## src/ccp_consts.svh

```systemverilog
// Purpose: constants for the capture/compare/pwm mode and output block
// Assumes: apb byte addresses, 32-bit data, registers in the low bits, 8 bits or fewer except the 16-bit compare and capture
// Notes:
`ifndef CCP_CONSTS_SVH
`define CCP_CONSTS_SVH
`define ADDR_CONTROL 8'h00
`define ADDR_DUTY_HIGH 8'h04
`define ADDR_COMPARE 8'h08
`define ADDR_PIN_SELECT 8'h0c
`define ADDR_STATUS 8'h10
`define ADDR_MASK 8'h14
`define ADDR_CAPTURE 8'h18
`define ADDR_DEADBAND 8'h1c
`define CONTROL_RESET 8'h00
`define MODE_OFF 4'h0
`define MODE_RSV1 4'h1
`define MODE_TOGGLE 4'h2
`define MODE_RSV3 4'h3
`define MODE_CAP_FALL 4'h4
`define MODE_CAP_RISE 4'h5
`define MODE_CAP_RISE4 4'h6
`define MODE_CAP_RISE16 4'h7
`define MODE_CMP_SET 4'h8
`define MODE_CMP_CLR 4'h9
`define MODE_CMP_SOFT 4'ha
`define MODE_CMP_TRIG 4'hb
`define CFG_SINGLE 2'h0
`define CFG_FWD 2'h1
`define CFG_HALF 2'h2
`define CFG_REV 2'h3
`define PRESCALE_4 2'h3
`define PRESCALE_16 4'hf
`define DIR_BLANK_COUNTS 3'h4
`define ST_EVENT_BIT 0
`define ST_MATCH_BIT 1
`define ST_PERIOD_BIT 2
`define IRQ_BITS 3
`endif

```

## src/ccp_pkg.sv

```systemverilog
// Purpose: types for the capture/compare/pwm block
// Assumes: nothing
// Notes: one-hot state of the unit
package ccp_pkg;
   typedef enum logic [3:0] {
      st_off = 4'b0001,
      st_capture = 4'b0010,
      st_compare = 4'b0100,
      st_pwm = 4'b1000
   } unit_state_t;
endpackage

```

## src/ccp_mode_output_config.sv

```systemverilog
// Purpose: mode decode, capture/compare actions, pwm output routing, apb registers
// Assumes: timer and its period pulses come from outside; inputs synchronous to pclk
// Notes: dead-band delay, shutdown and steering are outside this block
`include "ccp_consts.svh"
`timescale 1ns/1ps
`default_nettype none
module ccp_mode_output_config
   import ccp_pkg::*;
#(
   parameter bit ENHANCED = 1'b1,
   parameter int DUTY_W = 10,
   parameter int TIMER_W = 16
) (
   input wire logic pclk,
   input wire logic presetn,
   input wire logic psel,
   input wire logic penable,
   input wire logic pwrite,
   input wire logic [7:0] paddr,
   input wire logic [31:0] pwdata,
   output logic [31:0] prdata,
   output logic pready,
   output logic pslverr,
   input wire logic [TIMER_W-1:0] timer_value,
   input wire logic [DUTY_W-1:0] pwm_timer,
   input wire logic pwm_period_start,
   input wire logic unit_pin_in,
   input wire logic [3:0] port_out,
   input wire logic adc_enabled,
   output logic [3:0] out_level,
   output logic [3:0] out_owned,
   output logic [1:0] out_b_location,
   output logic [1:0] out_d_location,
   output logic timer_reset,
   output logic adc_start,
   output logic unit_event_flag,
   output logic irq
);
   logic [7:0] unit_mode_control;
   logic [7:0] duty_high_register;
   logic [TIMER_W-1:0] compare_value;
   logic [TIMER_W-1:0] capture_value;
   logic [2:0] pin_select;
   logic [`IRQ_BITS-1:0] status;
   logic [`IRQ_BITS-1:0] mask;
   logic [6:0] deadband_count;
   logic [3:0] unit_mode_field;
   logic [1:0] output_config_field;
   logic [1:0] duty_low_bits;
   logic [1:0] last_config;
   logic [DUTY_W-1:0] duty_value;
   logic [DUTY_W-1:0] duty_latched;
   unit_state_t state;
   logic pin_q;
   logic pin_prev;
   logic [3:0] edge_count;
   logic [2:0] blank_count;
   logic pwm_raw;
   logic match;
   logic capture_event;
   logic wr_en;
   logic rd_en;
   logic mode_write;
   logic [3:0] next_mode;
   logic [3:0] next_level;
   logic [3:0] next_owned;
   logic [DUTY_W-1:0] pwm_timer_prev;
   logic pwm_timer_step;
   logic unit_off;
   logic cmp_match;
   logic drives_compare_pin;

   function automatic logic is_pwm(input logic [3:0] m);
      is_pwm = m[3] & m[2];
   endfunction

   // plain units lose the config field and the trigger code; trigger falls back to soft
   function automatic logic [3:0] legal_mode(input logic [3:0] m);
      if (!ENHANCED && m == `MODE_CMP_TRIG) begin
         legal_mode = `MODE_CMP_SOFT;
      end else begin
         legal_mode = m;
      end
   endfunction

   assign unit_mode_field = unit_mode_control[3:0];
   assign output_config_field = ENHANCED ? unit_mode_control[7:6] : `CFG_SINGLE;
   // compare codes that own the unit pin; soft and trigger codes leave it to the port
   function automatic logic owns_compare_pin(input logic [3:0] m);
      owns_compare_pin = m == `MODE_TOGGLE || m == `MODE_CMP_SET || m == `MODE_CMP_CLR;
   endfunction

   assign duty_low_bits = unit_mode_control[5:4];
   assign duty_value = {duty_high_register, duty_low_bits};

   assign pready = 1'b1;
   assign wr_en = psel & penable & pwrite;
   // read data loads in the setup cycle so it already stands at the access edge;
   // a zero-wait slave has no later cycle in which to present it
   assign rd_en = psel & ~penable & ~pwrite;
   assign pslverr = 1'b0;
   assign mode_write = wr_en && paddr == `ADDR_CONTROL;
   assign next_mode = legal_mode(pwdata[3:0]);
   assign irq = |(status & mask);
   assign unit_event_flag = status[`ST_EVENT_BIT];
   assign match = timer_value == compare_value;
   assign unit_off = state == st_off;
   // a match in the cycle of a mode write belongs to neither the old nor the new mode
   assign cmp_match = state == st_compare && match && !mode_write;
   assign drives_compare_pin = state == st_compare && owns_compare_pin(unit_mode_field);

   // registers
   always_ff @(posedge pclk or negedge presetn) begin
      if (!presetn) begin
         unit_mode_control <= `CONTROL_RESET;
         duty_high_register <= 8'h00;
         compare_value <= '0;
         pin_select <= 3'h0;
         mask <= '0;
         deadband_count <= 7'h00;
      end else if (wr_en) begin
         unique case (paddr)
            `ADDR_CONTROL: unit_mode_control <= {pwdata[7:4], next_mode};
            `ADDR_DUTY_HIGH: duty_high_register <= pwdata[7:0];
            `ADDR_COMPARE: compare_value <= pwdata[TIMER_W-1:0];
            `ADDR_PIN_SELECT: pin_select <= pwdata[2:0];
            `ADDR_MASK: mask <= pwdata[`IRQ_BITS-1:0];
            `ADDR_DEADBAND: deadband_count <= pwdata[6:0];
            default: ;
         endcase
      end
   end

   always_ff @(posedge pclk or negedge presetn) begin
      if (!presetn) begin
         prdata <= 32'h0;
      end else if (rd_en) begin
         unique case (paddr)
            `ADDR_CONTROL: prdata <= {24'h0, unit_mode_control};
            `ADDR_DUTY_HIGH: prdata <= {24'h0, duty_high_register};
            `ADDR_COMPARE: prdata <= 32'(compare_value);
            `ADDR_PIN_SELECT: prdata <= {29'h0, pin_select};
            `ADDR_STATUS: prdata <= 32'(status);
            `ADDR_MASK: prdata <= 32'(mask);
            `ADDR_CAPTURE: prdata <= 32'(capture_value);
            `ADDR_DEADBAND: prdata <= {25'h0, deadband_count};
            default: prdata <= 32'h0;
         endcase
      end
   end

   // state follows the mode field; reserved codes are off
   always_ff @(posedge pclk or negedge presetn) begin
      if (!presetn) begin
         state <= st_off;
      end else begin
         unique casez (unit_mode_field)
            4'b0000, 4'b0001, 4'b0011: state <= st_off;
            4'b0010, 4'b10??: state <= st_compare;
            4'b01??: state <= st_capture;
            4'b11??: state <= st_pwm;
         endcase
      end
   end

   // capture edge detect and prescaler; prescaler restarts on any mode write
   always_ff @(posedge pclk or negedge presetn) begin
      if (!presetn) begin
         pin_prev <= 1'b0;
         edge_count <= 4'h0;
      end else begin
         pin_prev <= unit_pin_in;
         if (mode_write || state != st_capture) begin
            edge_count <= 4'h0;
         end else if (unit_pin_in & ~pin_prev && unit_mode_field[1]) begin
            edge_count <= edge_count + 4'h1;
         end
      end
   end

   // capture register; cleared while off so a time from before an off period never reads back
   always_ff @(posedge pclk or negedge presetn) begin
      if (!presetn) begin
         capture_value <= '0;
      end else if (unit_off) begin
         capture_value <= '0;
      end else if (capture_event) begin
         capture_value <= timer_value;
      end
   end

   always_comb begin
      capture_event = 1'b0;
      if (state == st_capture && !mode_write) begin
         unique case (unit_mode_field)
            `MODE_CAP_FALL: capture_event = ~unit_pin_in & pin_prev;
            `MODE_CAP_RISE: capture_event = unit_pin_in & ~pin_prev;
            `MODE_CAP_RISE4: capture_event = unit_pin_in & ~pin_prev
               && edge_count[1:0] == `PRESCALE_4;
            `MODE_CAP_RISE16: capture_event = unit_pin_in & ~pin_prev
               && edge_count == `PRESCALE_16;
            default: capture_event = 1'b0;
         endcase
      end
   end

   // compare pin and trigger outputs; writing a compare mode sets the initial pin level
   always_ff @(posedge pclk or negedge presetn) begin
      if (!presetn) begin
         pin_q <= 1'b0;
         timer_reset <= 1'b0;
         adc_start <= 1'b0;
      end else begin
         timer_reset <= 1'b0;
         adc_start <= 1'b0;
         if (mode_write) begin
            if (next_mode == `MODE_CMP_SET) pin_q <= 1'b0;
            else if (next_mode == `MODE_CMP_CLR) pin_q <= 1'b1;
            else pin_q <= 1'b0;
         end else if (state == st_compare && match) begin
            unique case (unit_mode_field)
               `MODE_TOGGLE: pin_q <= ~pin_q;
               `MODE_CMP_SET: pin_q <= 1'b1;
               `MODE_CMP_CLR: pin_q <= 1'b0;
               `MODE_CMP_TRIG: begin
                  timer_reset <= 1'b1;
                  adc_start <= adc_enabled;
               end
               default: ;
            endcase
         end
      end
   end

   // sticky status, set wins over a write-one clear
   always_ff @(posedge pclk or negedge presetn) begin
      if (!presetn) begin
         status <= '0;
      end else begin
         logic [`IRQ_BITS-1:0] set_bits;
         set_bits = '0;
         set_bits[`ST_EVENT_BIT] = capture_event
            || (cmp_match && unit_mode_field[3]);
         set_bits[`ST_MATCH_BIT] = cmp_match;
         set_bits[`ST_PERIOD_BIT] = state == st_pwm && pwm_period_start;
         if (wr_en && paddr == `ADDR_STATUS) begin
            status <= (status & ~pwdata[`IRQ_BITS-1:0]) | set_bits;
         end else begin
            status <= status | set_bits;
         end
      end
   end

   // duty reloads each period; direction change blanks b and d for four counts
   always_ff @(posedge pclk or negedge presetn) begin
      if (!presetn) begin
         duty_latched <= '0;
         last_config <= `CFG_SINGLE;
         blank_count <= 3'h0;
      end else begin
         if (state != st_pwm) begin
            // a fresh pwm start waits for its first period with the output inactive
            duty_latched <= '0;
            blank_count <= 3'h0;
            last_config <= output_config_field;
         end else begin
            if (pwm_period_start) begin
               duty_latched <= duty_value;
            end
            last_config <= output_config_field;
            if (output_config_field[0] && last_config[0]
                && output_config_field != last_config) begin
               blank_count <= `DIR_BLANK_COUNTS;
            end else if (blank_count != 3'h0 && pwm_timer_step) begin
               blank_count <= blank_count - 3'h1;
            end
         end
      end
   end

   // any change of the pwm counter counts as one timer count for blanking
   assign pwm_timer_step = pwm_timer != pwm_timer_prev;
   always_ff @(posedge pclk or negedge presetn) begin
      if (!presetn) begin
         pwm_timer_prev <= '0;
      end else begin
         pwm_timer_prev <= pwm_timer;
      end
   end

   assign pwm_raw = pwm_timer < duty_latched;

   // output routing: level is the active level after polarity; owned means unit drives
   always_comb begin
      logic pol_ac;
      logic pol_bd;
      pol_ac = ENHANCED ? unit_mode_field[1] : 1'b0;
      pol_bd = ENHANCED ? unit_mode_field[0] : 1'b0;
      next_level = port_out;
      next_owned = 4'b0000;
      unique case (state)
         st_pwm: begin
            unique case (output_config_field)
               `CFG_SINGLE: begin
                  next_owned = 4'b0001;
                  next_level[0] = pwm_raw ^ pol_ac;
               end
               `CFG_FWD: begin
                  next_owned = 4'b1111;
                  next_level[0] = 1'b1 ^ pol_ac;
                  next_level[1] = 1'b0 ^ pol_bd;
                  next_level[2] = 1'b0 ^ pol_ac;
                  next_level[3] = (pwm_raw && blank_count == 3'h0) ^ pol_bd;
               end
               `CFG_HALF: begin
                  next_owned = 4'b0011;
                  next_level[0] = pwm_raw ^ pol_ac;
                  next_level[1] = ~pwm_raw ^ pol_bd;
               end
               `CFG_REV: begin
                  next_owned = 4'b1111;
                  next_level[0] = 1'b0 ^ pol_ac;
                  next_level[1] = (pwm_raw && blank_count == 3'h0) ^ pol_bd;
                  next_level[2] = 1'b1 ^ pol_ac;
                  next_level[3] = 1'b0 ^ pol_bd;
               end
            endcase
         end
         st_compare: begin
            // soft-interrupt and trigger modes leave the pin to the port
            if (drives_compare_pin) begin
               next_owned = 4'b0001;
               next_level[0] = pin_q;
            end
         end
         default: begin
            next_owned = 4'b0000;
         end
      endcase
   end

   always_ff @(posedge pclk or negedge presetn) begin
      if (!presetn) begin
         out_level <= 4'h0;
         out_owned <= 4'h0;
      end else begin
         out_level <= next_level;
         out_owned <= next_owned;
      end
   end

   // each relocatable signal follows its own select bit
   assign out_b_location = pin_select[1] ? 2'b10 : 2'b01;
   assign out_d_location = pin_select[0] ? 2'b10 : 2'b01;

endmodule
`default_nettype wire

```

## config.mk

```make
export PLATFORM = sky130hd
export DESIGN_NAME = ccp_mode_output_config
export DESIGN_NICKNAME = d
export VERILOG_FILES = /design/src/ccp_pkg.sv /design/src/ccp_mode_output_config.sv
export VERILOG_INCLUDE_DIRS = /design/src /design/src/src
export SDC_FILE = /design/constraint.sdc
export NUM_CORES = 1
export LEC_CHECK = 0
export BUFFER_PORTS_ARGS = -buffer_cell sky130_fd_sc_hd__buf_2
export CAP_MARGIN = 30
export CORE_MARGIN = 5
export CORE_UTILIZATION = 40
export DETAILED_ROUTE_END_ITERATION = 12
export GPL_TIMING_DRIVEN = 0
export PLACE_DENSITY = 0.63
export SKIP_LAST_GASP = 1
export SYNTH_ARGS = -nofsm -noshare
export SYNTH_HDL_FRONTEND = slang
export SYNTH_SLANG_ARGS = --single-unit
```

## constraint.sdc

```tcl
create_clock -name pclk -period 2 [get_ports pclk]
set_input_delay 0.3 -clock pclk [delete_from_list [all_inputs] [get_ports pclk]]
set_output_delay 0.3 -clock pclk [all_outputs]
set_load 0.01 [all_outputs]
```

* Word level (Yosys, flattened, before mapping) *
Index checks and enable logic that the tools add are counted.

cells by class
  bitwise logic cells = 21
  add/subtract/negate cells = 2
  mux-type cells = 36
  magnitude comparators = 1
  equal/unequal tests = 36
  reduce and logical (&&, ||, !) cells = 43

operator list
  kind                                                             count
  16-bit one-hot mux with 8 select lines                           1
  8-bit by 5-bit == test with 1-bit output, second input constant  4
  16-bit two-way mux                                               2
  4-bit == test, second input constant                             7
  4-bit by 3-bit == test with 1-bit output, second input constant  5
  10-bit two-way mux                                               2
  16-bit == test                                                   1
  8-bit by 4-bit == test with 1-bit output, second input constant  2
  4-bit one-hot mux with 4 select lines                            1
  1-bit logical AND                                                15
  3-bit two-way mux                                                5
  2-bit AND reduction                                              7
  1-bit two-way mux                                                13
  4-bit by 2-bit == test with 1-bit output, second input constant  3
  4-bit one-hot mux with 3 select lines                            1
  2-bit == test, second input constant                             5
  10-bit < comparator                                              1
  10-bit inequality test                                           1
  1-bit one-hot mux with 3 select lines                            3
  4-bit by 1-bit == test with 1-bit output, second input constant  2
  8-bit by 3-bit == test with 1-bit output, second input constant  1
  8-bit zero test                                                  1
  4-bit two-way mux                                                2
  4-bit one-hot mux with 2 select lines                            1
  26 further kinds                                                 53

word-level totals
  output and inout bits = 50
  word-level logic and storage cells = 160
  register bits = 141
  input bits = 78

* Depth between registers and ports, before layout *
Gate-level depths: netlist of run 1.

  word-level depth = 9
  mapped depth = 9
  depth with buffers taken out = 8

* Least setup slack after synthesis of run 1 *
OpenSTA, ideal clock, no wires.

  kind = register to register
  start = register state[1]
  end = register out_level[1]
  setup slack = 0.047 ns
  stages on the path, launching flop included = 8
  period minus slack after synthesis = 1.953 ns
  path buffers = 1
  arrival = 1.879 ns
  required time = 1.926 ns
  library setup time = 0.074 ns
  cells stage by stage = dfrtp_1 -> or4b_1 -> buf_2 -> or4_1 -> o211ai_1 -> a31oi_1 -> mux2_4 -> o21ai_2

on the way
  longest elaborated chain between the ends = 2

RTL lines
  item                      line                           text
  start: declaration        ccp_mode_output_config.sv:53   unit_state_t state;
  start signal: assignment  ccp_mode_output_config.sv:155  state <= st_off;
  start signal: assignment  ccp_mode_output_config.sv:158  4'b0000, 4'b0001, 4'b0011: state <= st_off;
  4-bit == test             ccp_mode_output_config.sv:301  unique case (state)
  3-bit two-way mux         ccp_mode_output_config.sv:301
  via next_level[1]         ccp_mode_output_config.sv:65   logic [3:0] next_level;
  end signal: assignment    ccp_mode_output_config.sv:347  out_level <= next_level;
  end: declaration          ccp_mode_output_config.sv:30   output logic [3:0] out_level,

The timed path passes the listed nets, and every way through them passes these cells.
A chain may end at the register's enable or synchronous reset.

* Worst setup path after layout of run 1 *
Ends and elaborated chain as after synthesis.

==> results of run 1 <==
-- state kept, by name, indices dropped and copies added (netlist names), 7 cells and up --
register            count
capture_value          16
compare_value          16
prdata                 16
duty_latched           10
pwm_timer_prev         10
duty_high_register      8
unit_mode_control       8
deadband_count          7
-- synth_stat cells, types with 2 or more instances --
cell type / instances / area (um2)
a211oi_1: 3 / 22.5
a21o_1: 2 / 15.0
a21oi_1: 12 / 60.1
a221o_1: 5 / 50.1
a221oi_1: 5 / 43.8
a22o_1: 5 / 43.8
a22oi_1: 11 / 82.6
a31oi_1: 3 / 18.8
a32oi_1: 2 / 17.5
and2_1: 4 / 25.0
and3_1: 11 / 68.8
and4_1: 2 / 17.5
buf_1: 2 / 7.51
buf_2: 5 / 25.0
buf_4: 23 / 173
clkbuf_1: 16 / 60.1
clkbuf_2: 2 / 10.0
conb_1: 2 / 7.51
dfrtp_1: 123 / 3080
ha_1: 13 / 163
inv_1: 33 / 124
mux2_2: 36 / 405
mux2i_1: 30 / 300
nand2_1: 77 / 289
nand2b_1: 3 / 18.8
nand3_1: 3 / 15.0
nand3b_1: 3 / 22.5
nand4_1: 10 / 62.6
nand4b_1: 2 / 17.5
nor2_1: 33 / 124
nor2b_1: 5 / 31.3
nor3_1: 4 / 20.0
nor4b_1: 3 / 26.3
o211ai_1: 2 / 15.0
o21ai_0: 25 / 125
o311ai_0: 2 / 17.5
o31a_1: 2 / 17.5
or3_1: 2 / 12.5
or3b_2: 2 / 17.5
xnor2_1: 27 / 236
xor2_1: 7 / 61.3
-- kinds of logic after synthesis --
group                    count (synthesis)  synth area share [%]
other                                    2                 0.122
multiplexers                            68                  11.9
adder cells (fa/ha/maj)                 13                  2.64
AND/OR/NAND/NOR                        174                  13.9
AO/OA/AOI/OAI                           88                  9.80
flip-flops                             124                  50.4
XOR/XNOR                                34                  4.83
buffers and inverters                   81                  6.47
-- cells in the final DEF (no fill, tap or decap), types with 7 or more instances in the layout --
master	count
dfrtp_1	122
buf_2	96
nand2_1	77
mux2_2	36
inv_1	33
nor2_1	32
mux2i_1	30
buf_4	29
xnor2_1	27
o21ai_0	23
conb_1	18
clkbuf_16	17
clkbuf_1	13
a21oi_1	12
ha_1	12
and3_1	11
a22oi_1	11
nand4_1	10
xor2_1	7
-- per-layer routing --
metal / global-route usage, % / part of all wire [%] / wire length, um
met5: 0 / 0.080 / 13
met4: 6.28 / 2.5 / 401
met3: 6.26 / 6.1 / 994
met2: 31.9 / 50 / 8080
met1: 22.4 / 42 / 6790
-- worst max-delay path by stage --
stage               slack (ns)  cells past startpoint  startpoint           end
floorplan                 0.05                      7    state[1]  out_level[1]
CTS                      -0.05                      7    state[1]  out_level[1]
finish                    0.05                      6    state[1]  out_level[1]
global route             -0.01                      7    state[1]     adc_start
detailed placement       -0.68                      6    state[1]     adc_start
global placement         -0.95                      1     presetn      pin_prev
-- area by class of cell --
| class | instances | area [um2] |
|---|---|---|
| fillers | 1371 | 7420 |
| plain buffers | 46 | 287 |
| clock inverters | 12 | 144 |
| clock buffers | 20 | 457 |
| inverters | 33 | 124 |
| multi-input cells | 395 | 2810 |
| well taps | 188 | 235 |
| flip-flops and latches | 124 | 3110 |
| repair buffers | 102 | 567 |
-- where the power goes --
part | leakage (uW) | switching (uW) | internal (uW)
Clock | 0.000296 | 1120 | 2010
Sequential | 0.00167 | 23.8 | 2540
Combinational | 0.00176 | 232 | 171
Total | 0.00373 | 1380 | 4720
-- metrics by stage --
| step | util, % | hold slack [ns] |
|---|---|---|
| after global placement | 45.7 | 0.356 |
| after floorplan | - | 0.00441 |
| after global routing | 51.0 | 0.0156 |
| after CTS | 50.6 | 0.00964 |
| final | 51.0 | 0.0167 |
| after detailed placement | 45.9 | 0.269 |
-- critical path, cell delays in order, from the launching register on --
cell and delay [ns]:
dfrtp_2 0.44, or4b_4 0.55, or4_1 0.41, o211ai_1 0.09, a31oi_1 0.07, mux2_4 0.27
o21ai_2 0.05
-- timing repair --
| action | 4_1_cts | 5_1_grt |
|---|---|---|
| hold buffers | 2 | 0 |
| gates resized for setup | 13 | 19 |
| setup buffers | 4 | 3 |
| endpoints found under the setup margin | 18 | 33 |
| hold endpoints to repair | 46 | 0 |
| pin swaps | 1 | 8 |
==> implementation parameters, run 1 <==
Parameter                              Value

Global route
  First-pass GRT wire length ... 26600 um
  Grt ovf ... 0
  Number of global-route vias before repair ... 5266
  Largest net degree at the start of global routing ... 80
  Initial antenna violation count ... 1
  Total GRT Usage ... 18.7%

STA
  Final-layout setup total negative slack ... 0 ns
  Final-report setup violation count ... 0
  Final cycle utilization of the critical path ... 97.4%
  Worst Setup Slack, final ... 0.0525 ns
  Min Clock Period, post-route ... 1.95 ns
  Slew headroom ... 51.2%
  Setup repair after global routing missed its margin ... true
  Slew of the pin with the lowest slew margin ... 0.732 ns
  Max Freq ... 513 MHz
  Total count of max-transition violations in the final report ... 0
  Clk_skew ... 0.00855 ns
  Number of failing hold endpoints at the final stage ... 0

Synth
  Post-synthesis register bit count ... 124
  Yosys synthesis warning count ... 0
  Async set or reset register ratio after synthesis ... 100%
  Sequential fraction of the synthesis area ... 50.4%
  Synthesized instance count ... 584
  Most common flop cell mapped by yosys ... dfrtp_1
  Number of distinct library cells after synthesis ... 63
  Number of enable flip-flop cells after synthesis ... 0
  Per-instance average area after synthesis ... 10.6 um2
  Post-synthesis instance area ... 0.00616 mm2

Critical path
  Data required time at the worst endpoint ... 2.36 ns
  R2r startpoint ... state[1]
  Kind of launch point of the worst setup path ... register
  Crit. End Element ... register
  Max Fanout on Critical Path ... 5
  Arrival time at the worst endpoint ... 2.31 ns
  Critical path class ... reg -> reg
  Worst-case register-to-register setup slack ... 0.05 ns
  Reg-to-Reg End ... out_level[1]
  Register-to-Register Path Depth ... 6

Detailed routing
  Residual DRC ... 0
  Total wire length after detailed routing ... 16300 um
  DR vias ... 4888
  Number of nets with antenna violations after detailed routing ... 0
  DR pass1 iterations ... 5
  Average vias per placed instance ... 5.31
  Routed length per instance ... 17.7 um
  First DRT Iteration DRCs ... 255

Final layout
  Ant. Diodes ... 0
  Count of non-filler cells in the finished layout ... 920
  Fraction of final layout cells sized beyond drive strength 1 ... 30.2%
  Layout-stage area growth over the synthesis result ... 25.4%
  Design Area, Final ... 0.00773 mm2
  Number of nets at the end of the flow ... 810

Clock tree
  Clk slew on worst S/H paths ... 0.06 ns
  Sink count of the clock tree ... 124
  TritonCTS clock tree ... built
  Root buffer cell ... clkbuf_16
  Clk Latency, worst-skew pair ... 0.43 ns
  Deepest clock path buffer count ... 2
  Deepest level of the CTS H-tree ... 4
  TritonCTS Buffers ... 17

Placed design
  HPWL after detailed placement ... 11900 um
  Number of buffers added on ports ... 92
  Last weighted congestion value of the routability-driven placer ... 0.859
  Worst setup slack after placement ... -0.685 ns
  Total instance count after detailed placement ... 881
  DP Area ... 0.00695 mm2

Outcome
  Status ... finished, final reports clean

Power and ir drop
  Total design power ... 6110 uW
  Max VDD drop ... 570 uV
  Leakage Power ... 0.00373 uW
  Power density of the placed cells ... 790 mW/mm2

Worst hold path
  WHS Path Cells ... 1
  HP Start ... pwm_timer[1]
  Worst hold-check path type ... in -> reg
  Hold Path End ... pwm_timer_prev[1]

Floorplan
  Core region area ... 0.0151 mm2
  Die height ... 134 um
  Full die area ... 0.0180 mm2
  Starting Density ... 40.7%
  Total number of placement rows ... 45
  Die width ... 134 um
  Number of primary I/O pins ... 128

Run
  Max-cap check violation count ... 0
No activity file was read; power rests on OpenSTA's default activity.
==> inputs of run 2 (changes only) <==
--- a/config.mk
+++ b/config.mk
@@ -10,6 +10,8 @@
 export CAP_MARGIN = 30
 export CORE_MARGIN = 5
 export CORE_UTILIZATION = 40
+export CTS_BUF_LIST = sky130_fd_sc_hd__clkbuf_4 sky130_fd_sc_hd__clkbuf_8
+export CTS_CLUSTER_DIAMETER = 60
 export DETAILED_ROUTE_END_ITERATION = 12
 export GPL_TIMING_DRIVEN = 0
 export PLACE_DENSITY = 0.63
==> run 2 against run 1 <==
  * Final cell count increased by 1.1%
  * First-iteration DRC count increased by 44%
  * Register-to-register slack got worse by 0.02 ns
  * Worst hold slack improved by 0.044 ns
  * Highest routed layer unchanged
==> implementation parameters, run 2 (synthesis results as in run 1) <==
Parameter                              Value

Outcome
  Status ... finished, final reports clean

Final layout
  Fill cell total of the finished layout ... 1372
  Ant. Diodes ... 0
  Area of the multi-input gates ... 0.00286 mm2
  Register area ... 0.00311 mm2
  Design Area, Final ... 0.00768 mm2
  Most frequent standard cell in the layout excluding fill and tap cells ... dfrtp_1
  Most frequent cells in the layout ... dfrtp_1 (122), buf_2 (94), nand2_1 (77)
  Largest registers in the final layout ... capture_value: 16 flops, compare_value: 16 flops, prdata: 16 flops
  Layout-stage area growth over the synthesis result ... 24.7%
  Number of nets at the end of the flow ... 820
  Fraction of final layout cells sized beyond drive strength 1 ... 30.5%

Worst hold path
  Worst hold-check path type ... in -> reg
  Hold Path End ... adc_start
  WHS Path Cells ... 2
  HP Start ... adc_enabled

Clock tree
  Deepest clock path buffer count ... 2
  Deepest level of the CTS H-tree ... 4
  Sink count of the clock tree ... 124
  Clk slew on worst S/H paths ... 0.07 ns
  TritonCTS Buffers ... 17
  Clk Latency, worst-skew pair ... 0.45 ns
  Root buffer cell ... clkbuf_8
  TritonCTS clock tree ... built

Power and ir drop
  Leakage Power ... 0.00369 uW
  Max VDD drop ... 430 uV
  Power density of the placed cells ... 689 mW/mm2

Critical path
  Register-to-Register Path Depth ... 6
  Crit. End Element ... register
  Reg-to-Reg End ... out_level[1]
  Data required time at the worst endpoint ... 2.37 ns
  Crit path max-delay cell type ... or4b_4
  Crit path from ... state[1]
  Worst-case register-to-register setup slack ... 0.03 ns
  Delay of the slowest cell on the worst path ... 0.55 ns
  Max Fanout on Critical Path ... 5
  Cells along the critical path ... or4b_4, or4_1, o211ai_1, a31oi_1, mux2_4, o21ai_2
  Arrival time at the worst endpoint ... 2.34 ns
  CP Buf/Inv Count ... 0
  R2r startpoint ... state[1]
  Kind of launch point of the worst setup path ... register
  Critical path class ... reg -> reg
  Family of cells with the greatest summed delay on the critical path ... simple AND/OR/NAND/NOR gates

STA
  Final cycle utilization of the critical path ... 98.3%
  Final-report setup violation count ... 0
  Clk_skew ... 0.00940 ns
  Number of failing hold endpoints at the final stage ... 0
  Min Clock Period, post-route ... 1.97 ns
  Max Freq ... 509 MHz
  Slew headroom ... 51.0%
  Total count of max-transition violations in the final report ... 0
  Slew of the pin with the lowest slew margin ... 0.735 ns
  Setup repair after global routing missed its margin ... true
  Worst Setup Slack, final ... 0.0350 ns

Global route
  First-pass GRT wire length ... 26600 um
  Grt ovf ... 0
  Total GRT Usage ... 18.6%
  Initial antenna violation count ... 1
  Largest net degree at the start of global routing ... 80
  Number of global-route vias before repair ... 5242

Floorplan
  Total number of placement rows ... 45
  Starting Density ... 40.7%
  Die width ... 134 um
  Die height ... 134 um
  Number of primary I/O pins ... 128
  Core region area ... 0.0151 mm2
  Full die area ... 0.0180 mm2

Placed design
  Last weighted congestion value of the routability-driven placer ... 0.859
  Worst setup slack after placement ... -0.685 ns
  Number of buffers added on ports ... 92
  HPWL after detailed placement ... 11900 um
  DP Area ... 0.00695 mm2

Detailed routing
  First DRT Iteration DRCs ... 366
  Total wire length after detailed routing ... 16400 um
  Routed length per instance ... 17.7 um
  Average vias per placed instance ... 5.31
  Number of nets with antenna violations after detailed routing ... 0
  Residual DRC ... 0
  DR pass1 iterations ... 5
  DR vias ... 4940

Run
  Max-cap check violation count ... 0
## run 2: worst max-delay path by stage
stage	to	slack (ns)	depth (start not counted)
finish	out_level[1]	0.03	6
global route	out_level[1]	-0.03	8
CTS	out_level[1]	-0.06	7
detailed placement	adc_start	-0.68	6
global placement	pin_prev	-0.95	1
floorplan	out_level[1]	0.05	7
## run 2: through the flow
step | cells | utilization [%] | TNS (ns) | total power [uW] | hold WS [ns]
3_3_place_gp | 880 | 45.7 | -130.34 | 2980 | 0.356
3_5_place_dp | 881 | 45.9 | -16.82 | 3000 | 0.269
4_1_cts | 929 | 50.0 | -0.0946 | 5330 | 0.0380
2_1_floorplan | 600 | - | 0 | 2790 | 0.00441
5_1_grt | 930 | 50.7 | -0.0343 | 5510 | 0.0465
6_report | 930 | 50.7 | 0 | 5290 | 0.0607
## run 2: where the power goes
group / switching [uW] / internal [uW] / total [uW]
clock network: 1000 / 1300 / 2300
logic: 242 / 187 / 429
registers: 22.4 / 2540 / 2560
## run 2: metal layers
| layer | track usage (%) | part of all wire, % |
|---|---|---|
| met5 | 0 | 0.079 |
| met3 | 4.99 | 5.3 |
| met1 | 22.6 | 42 |
| met4 | 6.17 | 2.0 |
| met2 | 32.3 | 50 |
## run 2: worst register-to-register path, cell delays in order, from the launching register on
cell	delay, ns
dfrtp_2	0.45
or4b_4	0.55
or4_1	0.41
o211ai_1	0.10
a31oi_1	0.06
mux2_4	0.26
o21ai_2	0.06
## run 2: repair_timing
action / 4_1_cts / 5_1_grt
buffers inserted: 4 / 4
hold endpoints to repair: 56 / 0
endpoints found under the setup margin: 18 / 30
cloned: 0 / 0
pin swaps: 1 / 10
hold buffers: 12 / 0
gates resized for setup: 13 / 24
## run 2: layout make-up
type | instances | share of cell area, %
buffer | 47 | 3.70
clock buffer | 20 | 3.50
clock inverter | 12 | 1.87
inverter | 33 | 1.61
multi-input combinational | 395 | 37.2
sequential | 124 | 40.4
tap | 188 | 3.06
timing repair buffer | 111 | 8.65
==> inputs of run 3 (changes only) <==
--- a/config.mk
+++ b/config.mk
@@ -16,6 +16,7 @@
 export GPL_TIMING_DRIVEN = 0
 export PLACE_DENSITY = 0.63
 export SKIP_LAST_GASP = 1
+export SLEW_MARGIN = 20
 export SYNTH_ARGS = -nofsm -noshare
 export SYNTH_HDL_FRONTEND = slang
 export SYNTH_SLANG_ARGS = --single-unit
==> constraint.sdc (replaced) <==
create_clock -name pclk -period 1.71 [get_ports pclk]
set_input_delay 0.2565 -clock pclk [delete_from_list [all_inputs] [get_ports pclk]]
set_output_delay 0.2565 -clock pclk [all_outputs]
set_load 0.01 [all_outputs]
==> run 3 against run 2 <==
  * The flow now finishes with violations (setup timing)
  * Clock skew about the same
  * Via count rose by 0.12%
  * Clock power increased by 37%
  * Critical path type unchanged
  * Critical endpoint unchanged
  * Largest power group is now the clock network
==> implementation parameters, run 3 (synthesis results as in run 1) <==
Parameter                              Value

Outcome
  Status ... finished with violations
  Violated checks ... setup timing

Power and ir drop
  Power density of the placed cells ... 835 mW/mm2
  Leakage Power ... 0.00386 uW
  Logic pwr share ... 7.7%
  Clock group share of total power ... 47.4%
  Int Pwr ... 5130 uW
  Fraction of power consumed by sequential logic ... 44.9%
  Total design power ... 6680 uW
  Net switching power ... 1550 uW
  Proportion of total power due to net switching ... 23.2%
  Max VDD drop ... 479 uV

Final layout
  Layout-stage area growth over the synthesis result ... 29.7%
  Count of non-filler cells in the finished layout ... 949
  Fraction of final layout cells sized beyond drive strength 1 ... 34.4%
  Number of nets at the end of the flow ... 839
  Ant. Diodes ... 0
  Most frequent standard cell in the layout excluding fill and tap cells ... dfrtp_1
  Largest registers in the final layout ... capture_value: 16 flops, compare_value: 16 flops, prdata: 16 flops
  Fill cell total of the finished layout ... 1315
  Most frequent cells in the layout ... dfrtp_1 (121), buf_2 (96), nand2_1 (74)

Critical path
  Max Fanout on Critical Path ... 3
  R2r startpoint ... state[1]
  Reg-to-Reg End ... out_level[1]
  Cells along the critical path ... or4b_4, or4_4, o211ai_1, a31oi_1, mux2_4, o21ai_2
  Kind of launch point of the worst setup path ... register
  Data required time at the worst endpoint ... 2.08 ns
  Worst-case register-to-register setup slack ... -0.26 ns
  Delay of the slowest cell on the worst path ... 0.55 ns
  Crit path max-delay cell type ... or4b_4
  Critical path class ... reg -> reg
  Crit. End Element ... register
  Arrival time at the worst endpoint ... 2.34 ns
  Register-to-Register Path Depth ... 6

Floorplan
  Die height ... 134 um
  Die width ... 134 um
  Core region area ... 0.0151 mm2
  Total number of placement rows ... 45
  Full die area ... 0.0180 mm2
  Starting Density ... 40.7%
  Number of primary I/O pins ... 128

Detailed routing
  Number of nets with antenna violations after detailed routing ... 0
  DR vias ... 4946
  First DRT Iteration DRCs ... 266
  Average vias per placed instance ... 5.21
  DR pass1 iterations ... 5
  Residual DRC ... 0
  Routed length per instance ... 17.4 um
  Total wire length after detailed routing ... 16500 um

Worst hold path
  HP Start ... pwdata[14]
  Hold Path End ... compare_value[14]
  Worst hold-check path type ... in -> reg
  WHS Path Cells ... 2

Clock tree
  TritonCTS clock tree ... built
  TritonCTS Buffers ... 17
  Clk slew on worst S/H paths ... 0.07 ns
  Deepest level of the CTS H-tree ... 4
  Sink count of the clock tree ... 124
  Deepest clock path buffer count ... 2
  Clk Latency, worst-skew pair ... 0.44 ns
  Root buffer cell ... clkbuf_8

STA
  Total count of max-transition violations in the final report ... 0
  Min Clock Period, post-route ... 1.97 ns
  Number of failing hold endpoints at the final stage ... 0
  Setup repair after global routing missed its margin ... true
  Worst Setup Slack, final ... -0.262 ns
  Final-report setup violation count ... 7
  Max Freq ... 507 MHz
  Final cycle utilization of the critical path ... 115%
  Slew headroom ... 54.3%
  Clk_skew ... 0.00965 ns
  Slew of the pin with the lowest slew margin ... 0.686 ns

Global route
  Grt ovf ... 0
  First-pass GRT wire length ... 26500 um
  Initial antenna violation count ... 0
  Largest net degree at the start of global routing ... 64
  Total GRT Usage ... 18.6%
  Number of global-route vias before repair ... 5220

Run
  Max-cap check violation count ... 0

Placed design
  Total instance count after detailed placement ... 882
  Last weighted congestion value of the routability-driven placer ... 0.896
  HPWL after detailed placement ... 11700 um
  Number of buffers added on ports ... 92
[run 3: worst max path at each step]
stage	depth (start not counted)	from	endpoint	slack [ns]
after global routing	7	state[1]	adc_start	-0.33
after floorplan	7	state[1]	out_level[1]	-0.23
final	6	state[1]	out_level[1]	-0.26
after CTS	6	state[1]	out_level[1]	-0.25
after detailed placement	7	state[1]	adc_start	-0.72
after global placement	1	presetn	pin_select[1]	-1.21
[run 3: layout make-up]
cell class | instances | area [um2] | share of cell area, %
Timing Repair Buffer | 133 | 853 | 10.7
Inverter | 33 | 124 | 1.55
Clock buffer | 18 | 248 | 3.10
Clock inverter | 14 | 239 | 2.99
Multi-Input combinational cell | 395 | 2890 | 36.1
Buffer | 44 | 303 | 3.79
Tap cell | 188 | 235 | 2.94
Sequential cell | 124 | 3110 | 38.9
[run 3: metrics by stage]
stage	utilization [%]	TNS [ns]	instance area, um2	hold WS [ns]	setup WS [ns]
final	52.8	-0.901	7990	0.0283	-0.262
after global routing	52.8	-3.02	7990	0.00677	-0.328
after CTS	52.0	-0.700	7870	0.0108	-0.250
after detailed placement	46.2	-29.89	6990	0.281	-0.720
after global placement	45.9	-177.84	6960	0.354	-1.21
after floorplan	-	-0.233	6260	-0.0391	-0.233
[run 3: critical path: cells and delay by family (launching register included)]
| family | cells | cell delay, ns |
|---|---|---|
| AND/OR/NAND/NOR | 2 | 0.97 |
| flip-flops | 1 | 0.44 |
| multiplexers | 1 | 0.27 |
| AO/OA/AOI/OAI | 3 | 0.23 |
[run 3: what timing repair did]
item,4_1_cts,5_1_grt
hold buffers,12,0
cloned,1,0
pin swaps,11,5
setup endpoints to repair,46,54
setup buffers,20,6
hold endpoints to repair,72,0
gates resized for setup,29,31
[run 3: power groups by stage]
stage          Sequential [uW]  Clock, uW  Combinational, uW
3_5_place_dp              3050          0                460
6_report                  3000       3160                512
4_1_cts                   3000       3220                504
2_1_floorplan             3050          0                221
5_1_grt                   3000       3360                569
3_3_place_gp              3050          0                438
[run 3: layer usage]
layer  wire, um  up-vias  track usage, %  part of all wire (%)
met5          0        -               0                     0
met4        346        0            5.32                   2.1
met3       1130       38            5.78                   6.8
met2       7800      193            30.0                    47
met1       7230     2400            24.4                    44
li1           -     2315               -                     -
